<file path="src/common/pftrg_pkg.sv">
package pftrg_pkg;
    // ------------------------------------------------------------
    // register offsets (byte locations on the serial bus)
    // ------------------------------------------------------------
    localparam logic [7:0] PFTRG_OFS_PT_CTRL = 8'h03;
    localparam logic [7:0] PFTRG_OFS_DELTA_LO = 8'h04;
    localparam logic [7:0] PFTRG_OFS_DELTA_HI = 8'h05;
    localparam logic [7:0] PFTRG_OFS_SPREAD = 8'h06;
    localparam logic [7:0] PFTRG_OFS_PIN_RB = 8'h07;
    // ------------------------------------------------------------
    // field positions
    // ------------------------------------------------------------
    localparam int PFTRG_PT_LOST_BIT = 7;
    localparam int PFTRG_PT_FREEZE_BIT = 6;
    localparam int PFTRG_PT_CLEAR_BIT = 5;
    localparam int PFTRG_SP_PIN_LSB = 4;
    localparam int PFTRG_SP_SRC_BIT = 3;
    localparam int PFTRG_SP_DIS_BIT = 2;
    localparam int PFTRG_SP_LVL_LSB = 0;
    localparam int PFTRG_OE_PINS = 7;
    // ------------------------------------------------------------
    // reset values and encodings
    // ------------------------------------------------------------
    localparam logic PFTRG_RST_FREEZE = 1'b0;
    localparam logic PFTRG_RST_CLEAR = 1'b0;
    localparam logic PFTRG_RST_SRC = 1'b0;
    localparam logic PFTRG_RST_DIS = 1'b0;
    localparam logic [1:0] PFTRG_SPREAD_OFF = 2'h0;
    localparam logic [1:0] PFTRG_SPREAD_03 = 2'h1;
    localparam logic [1:0] PFTRG_SPREAD_RSVD = 2'h2;
    localparam logic [1:0] PFTRG_SPREAD_05 = 2'h3;
    localparam logic [15:0] PFTRG_DELTA_ZERO = 16'h0000;
    localparam logic [7:0] PFTRG_BYTE_ZERO = 8'h00;
    localparam logic [1:0] PFTRG_SETTLE_LAST = 2'h3;
endpackage

</file>
<file path="src/rtl/pftrg_regs.sv">
`timescale 1ns/1ps
// Overview of operation
// - control bit 7 reads live lost pin
// - freeze bit holds both delta registers
// - clear bit forces delta registers zero
// - delta is signed frequency difference value
// - offset 4 holds delta low byte
// - offset 5 holds sign and bits 14:8
// - spread bits 5:4 read live pin
// - bit 3 selects spread pll reference
// - bit 2 set disables spread modulation
// - spread level bits latch pin at powerup
// - spread governs fixed, selectable when 100MHz
// - readback register shows enable pin levels
// - byte offset access from serial slave
// - rate choice 0 is 100MHz, 1 is 25MHz
module pftrg_regs
    import pftrg_pkg::*;
#(
    parameter int DELTA_W = 16
) (
    input wire logic mclk_i,
    input wire logic arst_n_i,
    // byte access from the serial slave engine
    input wire logic [7:0] reg_addr_i,
    input wire logic reg_wr_i,
    input wire logic [7:0] reg_wdata_i,
    input wire logic reg_rd_i,
    output logic [7:0] reg_rdata_o,
    // pins and measurement
    input wire logic platform_time_lost_n_i,
    input wire logic [1:0] spread_pin_i,
    input wire logic [PFTRG_OE_PINS-1:0] enable_pin_n_i,
    input wire logic selectable_rate_choice_i,
    input wire logic delta_valid_i,
    input wire logic [DELTA_W-1:0] delta_value_i,
    // to the clock synthesis
    output logic spread_source_filter_o,
    output logic spread_fixed_on_o,
    output logic spread_selectable_on_o,
    output logic [1:0] spread_level_o,
    output logic selectable_rate_25m_o
);
    // ------------------------------------------------------------
    // pin synchronisers
    // ------------------------------------------------------------
    // reset level 0 only shows in readback, nothing edge-detects these
    logic [9:0] sync1_ff;
    logic [9:0] sync2_ff;
    logic lost_s;
    logic [1:0] spin_s;
    logic [PFTRG_OE_PINS-1:0] oe_s;
    always_ff @(posedge mclk_i or negedge arst_n_i) begin
        if (!arst_n_i) begin
            sync1_ff <= '0;
            sync2_ff <= '0;
        end else begin
            sync1_ff <= {platform_time_lost_n_i, spread_pin_i, enable_pin_n_i};
            sync2_ff <= sync1_ff;
        end
    end
    assign lost_s = sync2_ff[9];
    assign spin_s = sync2_ff[8:7];
    assign oe_s = sync2_ff[6:0];

    // ------------------------------------------------------------
    // control bits
    // ------------------------------------------------------------
    logic wr_pt;
    logic wr_sp;
    logic freeze_ff;
    logic clear_ff;
    logic src_ff;
    logic dis_ff;
    logic [1:0] lvl_ff;
    logic lvl_loaded_ff;
    logic [1:0] nxt_lvl;
    // one decode for both write strobes; unmapped offsets never match
    function automatic logic ofs_hit(input logic [7:0] addr, input logic [7:0] ofs);
        ofs_hit = (addr == ofs);
    endfunction

    assign wr_pt = reg_wr_i && ofs_hit(reg_addr_i, PFTRG_OFS_PT_CTRL);
    assign wr_sp = reg_wr_i && ofs_hit(reg_addr_i, PFTRG_OFS_SPREAD);
    // clear is a level: delta stays zero until software writes it back to 0

    always_ff @(posedge mclk_i or negedge arst_n_i) begin
        if (!arst_n_i) begin
            freeze_ff <= PFTRG_RST_FREEZE;
            clear_ff <= PFTRG_RST_CLEAR;
        end else if (wr_pt) begin
            freeze_ff <= reg_wdata_i[PFTRG_PT_FREEZE_BIT];
            clear_ff <= reg_wdata_i[PFTRG_PT_CLEAR_BIT];
        end
    end

    always_ff @(posedge mclk_i or negedge arst_n_i) begin
        if (!arst_n_i) begin
            src_ff <= PFTRG_RST_SRC;
            dis_ff <= PFTRG_RST_DIS;
        end else if (wr_sp) begin
            src_ff <= reg_wdata_i[PFTRG_SP_SRC_BIT];
            dis_ff <= reg_wdata_i[PFTRG_SP_DIS_BIT];
        end
    end

    // ------------------------------------------------------------
    // spread level, pin latched once after release
    // ------------------------------------------------------------
    // settle count lets the pin clear both synchroniser stages first
    logic [1:0] settle_ff;
    logic settled;
    assign settled = (settle_ff == PFTRG_SETTLE_LAST);
    always_ff @(posedge mclk_i or negedge arst_n_i) begin
        if (!arst_n_i) begin
            settle_ff <= 2'h0;
        end else if (!settled) begin
            settle_ff <= settle_ff + 2'h1;
        end
    end

    // software write wins over the one-time pin load
    // a write inside the settle window also cancels the pin load
    always_comb begin
        nxt_lvl = lvl_ff;
        if (wr_sp) begin
            nxt_lvl = reg_wdata_i[PFTRG_SP_LVL_LSB +: 2];
        end else if (settled && !lvl_loaded_ff) begin
            nxt_lvl = spin_s;
        end
    end

    always_ff @(posedge mclk_i or negedge arst_n_i) begin
        if (!arst_n_i) begin
            lvl_ff <= PFTRG_SPREAD_OFF;
            lvl_loaded_ff <= 1'b0;
        end else begin
            lvl_ff <= nxt_lvl;
            if (wr_sp || settled) begin
                lvl_loaded_ff <= 1'b1;
            end
        end
    end

    // ------------------------------------------------------------
    // frequency delta capture
    // ------------------------------------------------------------
    // clear wins over a new sample; freeze only blocks refresh
    // freeze drops samples that arrive meanwhile, none are queued
    logic [DELTA_W-1:0] delta_ff;
    always_ff @(posedge mclk_i or negedge arst_n_i) begin
        if (!arst_n_i) begin
            delta_ff <= '0;
        end else if (clear_ff) begin
            delta_ff <= '0;
        end else if (delta_valid_i && !freeze_ff) begin
            delta_ff <= delta_value_i;
        end
    end

    // ------------------------------------------------------------
    // spread and rate steering
    // ------------------------------------------------------------
    // reserved level 10 gives no spread rather than an undefined profile
    logic spread_on;
    assign spread_on = !dis_ff && (lvl_ff != PFTRG_SPREAD_OFF) && (lvl_ff != PFTRG_SPREAD_RSVD);
    assign selectable_rate_25m_o = selectable_rate_choice_i;
    assign spread_fixed_on_o = spread_on;
    assign spread_selectable_on_o = spread_on && !selectable_rate_choice_i;
    assign spread_source_filter_o = src_ff;
    assign spread_level_o = lvl_ff;

    // ------------------------------------------------------------
    // read mux, read-only and reserved bits ignore writes
    // ------------------------------------------------------------
    // the sign lands in bit 7 of the upper byte as the word's top bit
    function automatic logic [7:0] delta_byte(input logic [DELTA_W-1:0] v, input logic upper);
        delta_byte = upper ? v[15:8] : v[7:0];
    endfunction

    logic [7:0] rd_mux;
    always_comb begin
        rd_mux = PFTRG_BYTE_ZERO;
        case (reg_addr_i)
            PFTRG_OFS_PT_CTRL: begin
                rd_mux[PFTRG_PT_LOST_BIT] = lost_s;
                rd_mux[PFTRG_PT_FREEZE_BIT] = freeze_ff;
                rd_mux[PFTRG_PT_CLEAR_BIT] = clear_ff;
            end
            PFTRG_OFS_DELTA_LO: begin
                rd_mux = delta_byte(delta_ff, 1'b0);
            end
            PFTRG_OFS_DELTA_HI: begin
                rd_mux = delta_byte(delta_ff, 1'b1);
            end
            PFTRG_OFS_SPREAD: begin
                rd_mux[PFTRG_SP_PIN_LSB +: 2] = spin_s;
                rd_mux[PFTRG_SP_SRC_BIT] = src_ff;
                rd_mux[PFTRG_SP_DIS_BIT] = dis_ff;
                rd_mux[PFTRG_SP_LVL_LSB +: 2] = lvl_ff;
            end
            PFTRG_OFS_PIN_RB: begin
                rd_mux[PFTRG_OE_PINS-1:0] = oe_s;
            end
            // unmapped offsets read as zero
            default: begin
                rd_mux = PFTRG_BYTE_ZERO;
            end
        endcase
    end

    // held between reads so the serial engine may shift it out late
    always_ff @(posedge mclk_i or negedge arst_n_i) begin
        if (!arst_n_i) begin
            reg_rdata_o <= PFTRG_BYTE_ZERO;
        end else if (reg_rd_i) begin
            reg_rdata_o <= rd_mux;
        end
    end
endmodule // pftrg_regs

</file>
<file path="config.mk">
export PLATFORM = sky130hd
export DESIGN_NAME = pftrg_regs
export DESIGN_NICKNAME = d
export VERILOG_FILES = /design/src/common/pftrg_pkg.sv /design/src/rtl/pftrg_regs.sv
export SDC_FILE = /design/constraint.sdc
export NUM_CORES = 1
export LEC_CHECK = 0
export BUFFER_PORTS_ARGS = -buffer_cell sky130_fd_sc_hd__clkbuf_2
export CAP_MARGIN = 5
export CORE_MARGIN = 5
export CORE_UTILIZATION = 55
export CTS_CLUSTER_DIAMETER = 200
export CTS_CLUSTER_SIZE = 10
export DETAILED_ROUTE_END_ITERATION = 6
export GPL_TIMING_DRIVEN = 0
export PLACE_DENSITY = 0.92
export SYNTH_ARGS = -nofsm -noshare
export SYNTH_HDL_FRONTEND = slang
export SYNTH_SLANG_ARGS = --single-unit
</file>
<file path="constraint.sdc">
create_clock -name mclk_i -period 2.9 [get_ports mclk_i]
set_input_delay 0.725 -clock mclk_i [delete_from_list [all_inputs] [get_ports mclk_i]]
set_output_delay 0.725 -clock mclk_i [all_outputs]
set_load 0.03 [all_outputs]
</file>
==> results of run 1 <==
flip-flops by register name, indices dropped and copies added (netlist names):
name                    cells
clear_ff                    1
delta_ff                   16
dis_ff                      1
freeze_ff                   1
lvl_loaded_ff               1
reg_rdata_o                 8
settle_ff                   2
spread_level_o              2
spread_source_filter_o      1
sync1_ff                   10
sync2_ff                   10
cell type report:
cell class,count,area share [%]
clock inverter,1,1.134
tap,48,2.267
multi-input combinational,100,27.82
timing repair buffer,59,11.71
buffer,11,2.598
clock buffer,7,3.259
sequential,53,50.07
inverter,8,1.134
cells by family (layout without fill, tap and decap cells):
group / Yosys count / in the layout
AOI/OAI and AO/OA: 31 / 31
muxes: 19 / 19
xor gates and xnor gates: 1 / 1
and+or+nand+nor: 48 / 48
adders and majority gates: 1 / 1
DFF: 53 / 53
buffers and inverters: 19 / 86
path summary, 6_finish.rpt:
kind	to	slack, ns	depth (start not counted)
max in group asynchronous	sync1_ff[9]	2.13	2
hold reg to reg	sync2_ff[6]	0.35	0
setup reg to reg	spread_level_o[1]	1.32	4
hold / removal	sync1_ff[7]	0.29	1
min in group mclk_i	sync2_ff[6]	0.35	0
setup / recovery	spread_selectable_on_o	0.93	3
critical path: cells and delay by family (launching register included):
family,cells,cell delay [ns]
buf+inv,1,0.21
flops,1,0.40
simple gates,2,0.33
routing by layer:
layer	part of all wire (%)	vias up	global-route usage (%)
li1	-	720	-
met1	39	757	24.98
met2	50	59	30.16
met3	9.8	7	6.198
met4	1.5	0	6.557
met5	0	-	0
report_power, final:
part / internal (W) / switching [W] / leakage (nW)
combinational: 0.0000813 / 0.0000942 / 0.595
sequential: 0.000779 / 0.0000202 / 0.644
clock: 0.000281 / 0.000225 / 0.0585
placed cells by master (no fill, tap or decap), drive strengths merged:
cell type   n
clkbuf     68
dfrtp      53
nand2      33
a21oi      18
mux2       13
buf         9
inv         7
o2bb2ai     6
nor2b       5
mux4        5
nand4       2
clkinv      1
a32oi       1
nor4        1
nand3       1
mux2i       1
a211o       1
a31oi       1
nor2        1
a211oi      1
xnor2       1
and4b       1
and3        1
and3b       1
or3         1
nand2b      1
o211ai      1
a22oi       1
o31ai       1
ha          1
bufinv      1
per-stage QoR:
step	cells	cell area (sq um)
after floorplan	172	2162
after global placement	278	2512
after detailed placement	278	2512
after CTS	286	2629
after global routing	287	2649
final	287	2649
==> run summary, run 1 <==
total power draw: 0.001481 W
CTS buffer count: 5
Post-Synth Adder-Cell Area: 0.5787%
RSZ-0062 raised after global routing: no
clk_skew: 0.006473 ns
mux cell area share after synthesis: 13.14%
initial antenna violation count: 0
Worst EP required: 2.17 ns
Ports: 62
Crit. Startpoint: spread_level_o[0]
Yosys warning count: 0
Worst-path clk slew: 0.08 ns
nets: 287
Worst setup SP type: flip-flop
Site Rows: 22
Synth Flop Type: dfrtp_1
Max Clk Rate: 507.4 MHz
Synth Register Bits: 53
clk buf depth: 2
die width: 72.70 microns
total negative slack: 0 ns
DRT iter0 DRCs: 99
combinational family with the most area after synthesis: multiplexers
worst path cell trace: nor2b_1 > nor2b_1 > clkbuf_2
Async S/R FF share, synth: 100.0%
Initial Utilization: 57.75%
CP arrival: 1.25 ns
Hold WC Path Type: in2async
Setup Buffers After CTS: 0
Crit Path Max Fanout: 4
Post-synth EDFFs: 0
grt ovf: 0
Final WS setup: 0.9293 ns
area delta synth->final: 22.51%
first-pass GRT wire length: 7603 microns
compound-cell area share of the yosys netlist: 9.086%
Post-Synthesis Cells: 172
post-synth cell types: 34
Max Slew Vio Count: 0
CTS H-Tree Depth: 2
1st-pass router iterations: 4
minimum clock period: 1.971 ns
pwr dens: 559.3 mW/mm^2
fraction of layout cells with a size suffix above 1: 38.91%
count leader, synth: dfrtp_1
TritonCTS clock tree: built
leak pwr: 1.297 nW
final cycle utilization of the critical path: 67.95%
crit-path most repeated cell: nor2b_1
drt drc: 0
simple-gate area share of the yosys netlist: 10.88%
Net Count, Synth: 221
Reg area: 0.001326 sq mm
Max stage delay on crit path: 0.40 ns
vias in the first global route: 1597
status: finished, final reports clean
average wire per standard cell: 15.58 microns
pre-CTS setup slack: 0.8518 ns
final core utilization: 70.76%
Avg Cell Area, Syn: 12.57 sq um
register area share after synthesis: 61.34%
critical path class: reg2out
Worst Tran Pin Value: 0.4482 ns
Detail Placement HPWL: 3298 microns
post-synth top area cell: dfrtp_1
slew margin rel.: 70.12%
IO Port Bufs: 58
die area: 0.005285 sq mm
Antenna diodes: 0
hold slack: 0.2853 ns
Critical R2R Launch: settle_ff[0]
xor/xnor share of the synthesized area: 0.4051%
Worst setup EP type: output port
# fillers: 278
Multi-input gate area: 737.0 sq um
slowest CP cell: dfrtp_1
# setup viols final: 0
die height: 72.70 microns
Max Cap Viol: 0
Root Buffer: clkbuf_8
post-synth top area share: 61.34%
CTS Hold Bufs: 0
core area: 0.003744 sq mm
worst ir drop on vdd: 396.9 uV
worst skew pair latency: 0.31 ns
post-route ant nets: 0
Syn Std Cell Area: 0.002162 sq mm
post_cts resized: 0
final wirelength: 4471 microns
Synth area leaders: dfrtp_1 61%, nand2_1 5.7%, mux4_2 5.2%
largest net degree at the start of global routing: 54
gr usage total: 19.12%
vias per cell: 5.376
routed via count: 1543
CTS sink cnt: 53
most frequent cells after synthesis: 53 x dfrtp_1, 33 x nand2_1, 18 x a21oi_1
Final Hold Vio Count: 0
RD Place Congestion: 0.7967
(Power assumes the default switching activity.)
==> inputs of run 2 (changes only) <==
- ABC_AREA: not set -> 1
- CORE_UTILIZATION: 55 -> 47
- PLACE_DENSITY: 0.92 -> 0.84
- clock period: 2.9 -> 1.75 ns (I/O delays scaled with it)
==> run summary, run 2 <==
status: finished, final reports clean
Ports: 62 (unchanged)
CTS buffer count: 5 (unchanged)
Syn Std Cell Area: 0.002286 sq mm (+5.7%)
TritonCTS clock tree: built
CTS H-Tree Depth: 2 (unchanged)
most frequent cells in the layout: 58 x clkbuf_2, 53 x dfrtp_1, 50 x nand3_1
die width: 79.74 microns (+9.7%)
Worst Tran Pin Value: 0.4749 ns (+0.02674 ns)
leak pwr: 1.533 nW (+18%)
Synth Flop Type: dfrtp_1
pwr dens: 824.1 mW/mm^2 (+47%)
Worst EP required: 1.31 ns (-0.86 ns)
Net Count, Synth: 292 (+32%)
# setup viols final: 0 (unchanged)
Finished Layout Cells: 378 (+32%)
IO Port Bufs: 59 (+1.7%)
grt ovf: 0 (unchanged)
post-route ant nets: 0 (unchanged)
Avg Cell Area, Syn: 9.407 sq um (-25%)
Worst setup EP type: output port
Max Cap Viol: 0 (unchanged)
routed via count: 1844 (+20%)
Post-synth EDFFs: 0 (unchanged)
fraction of layout cells with a size suffix above 1: 29.58% (-9.3 points)
Root Buffer: clkbuf_8
average wire per standard cell: 12.88 microns (-17%)
minimum clock period: 1.604 ns
CTS sink cnt: 53 (unchanged)
Post-Synthesis Cells: 243 (+41%)
clk_skew: 0.009475 ns (+0.003002 ns)
die area: 0.006358 sq mm (+20%)
final cycle utilization of the critical path: 91.65%
RD Place Congestion: 0.8254 (+3.6%)
post_cts resized: 0 (unchanged)
gr usage total: 16.63% (-2.5 points)
Detail Placement HPWL: 3746 microns (+14%)
commonest non-fill, non-tap cell in the layout: clkbuf_2
most frequent cells after synthesis: 53 x dfrtp_1, 50 x nand3_1, 49 x nand2_1
Crit Path Max Fanout: 4 (unchanged)
die height: 79.74 microns (+9.7%)
worst ir drop on vdd: 485.0 uV (+22%)
top flop regs: delta_ff x16, sync1_ff x10, sync2_ff x10
core area: 0.004723 sq mm (+26%)
vias in the first global route: 1807 (+13%)
Synth area leaders: dfrtp_1 58%, nand3_1 11%, nand2_1 8.0%
Setup Buffers After CTS: 0 (unchanged)
drt drc: 0 (unchanged)
met1 usage: 22.34% (-2.6 points)
# fillers: 402 (+45%)
slowest CP cell: dfrtp_1
clk buf depth: 2 (unchanged)
Largest register FFs: 16 (unchanged)
Worst setup SP type: flip-flop
Max Clk Rate: 623.5 MHz
Worst-path clk slew: 0.10 ns (+0.02 ns)
CTS Hold Bufs: 0 (unchanged)
Site Rows: 25 (+14%)
DP Area: 0.002665 sq mm (+6.1%)
total negative slack: 0 ns (unchanged)
vias per cell: 4.878 (-9.3%)
post-synth top area share: 58.02% (-3.3 points)
hold slack: 0.06429 ns (-0.2210 ns)
largest net degree at the start of global routing: 54 (unchanged)
RSZ-0062 raised after global routing: no
nets: 359 (+25%)
final wirelength: 4867 microns (+8.9%)
Initial Utilization: 48.40% (-9.4 points)
Hold WC Path Type: in2async
Placed Cells: 369 (+33%)
Async S/R FF share, synth: 100.0% (unchanged)
initial antenna violation count: 0 (unchanged)
DRT iter0 DRCs: 123 (+24%)
GRT met3 Usage: 3.725% (-2.5 points)
CP top delay family: flip-flops
Antenna diodes: 0 (unchanged)
Final Hold Vio Count: 0 (unchanged)
CP arrival: 1.17 ns (-0.08 ns)
total power draw: 0.002309 W (+56%)
1st-pass router iterations: 6 (+2)
gr busiest metal: met2
Max Slew Vio Count: 0 (unchanged)
post-synth cell types: 24 (-29%)
count leader, synth: dfrtp_1
Worst Path Buf+Inv: 1 (unchanged)
register area share after synthesis: 58.02% (-3.3 points)
met2 usage: 26.46% (-3.7 points)
Max stage delay on crit path: 0.43 ns (+0.03 ns)
worst path cell trace: nor3_1 > clkbuf_2
Yosys warning count: 0 (unchanged)
slew margin rel.: 68.34% (-1.8 points)
first-pass GRT wire length: 8183 microns (+7.6%)
Finished Cell Area: 0.002801 sq mm (+5.8%)
post-synth top area cell: dfrtp_1
Synth Register Bits: 53 (unchanged)
area delta synth->final: 22.55% (about the same)
critical path class: reg2out
worst skew pair latency: 0.31 ns (about the same)
most flop-heavy register: delta_ff
[run 2: changes by cell type after synthesis, sizes merged, moves of 3 or more]
cell | previous run | this run
o21ai | 0 | 22
clkbuf | 4 | 1
nor2b | 5 | 0
mux4 | 5 | 0
nor2 | 1 | 14
a21oi | 18 | 4
inv | 7 | 30
nand3 | 1 | 56
nand2 | 33 | 51
mux2 | 13 | 0
o2bb2ai | 6 | 0
[run 2: routing by layer]
| layer | wire length (microns) | up-vias |
|---|---|---|
| met5 | 0 | - |
| met4 | 76 | 0 |
| met3 | 275 | 8 |
| met2 | 2331 | 54 |
| met1 | 2184 | 860 |
| li1 | - | 922 |
[run 2: logic make-up after synthesis]
| group | count (synthesis) | share of synthesized area (%) |
|---|---|---|
| adders and majority gates | 1 | 0.5473 |
| and+or+nand+nor | 124 | 27.81 |
| DFF | 53 | 58.02 |
| xor gates and xnor gates | 1 | 0.3832 |
| buffers and inverters | 38 | 7.553 |
| AOI/OAI and AO/OA | 26 | 5.693 |
[run 2: path summary, 6_finish.rpt]
path                                    from                      to  slack (ns)  cells past startpoint
max                                   dis_ff  spread_selectable_on_o        0.15                      2
min                                 arst_n_i             sync1_ff[1]        0.06                      1
max reg2reg                         clear_ff            delta_ff[10]        0.51                      4
min reg2reg                      sync1_ff[2]             sync2_ff[2]        0.35                      0
max in group asynchronous           arst_n_i          reg_rdata_o[6]        1.15                      2
min in group mclk_i        enable_pin_n_i[4]             sync1_ff[4]        0.22                      1
[run 2: cell type report]
type	instances	area (sq um)	share of cell area, %
well taps	67	83.83	2.992
flip-flops and latches	53	1326	47.34
plain buffers	7	55.05	1.965
multi-input cells	152	787.0	28.09
clock buffers	5	68.82	2.456
clock inverters	3	47.55	1.697
inverters	31	117.6	4.198
repair buffers	60	315.3	11.25
[run 2: where the power goes]
group | leakage, nW | switching [W] | internal, W
sequential | 0.666 | 0.0000160 | 0.00126
clock | 0.0591 | 0.000415 | 0.000436
combinational | 0.808 | 0.000116 | 0.0000698
[run 2: through the flow]
step           worst slack, ns  utilization (%)
2_1_floorplan          0.03627                -
3_3_place_gp            0.2446            56.42
3_5_place_dp            0.1542            56.42
4_1_cts                 0.1443            58.89
5_1_grt                0.04536            59.31
6_report                0.1462            59.31
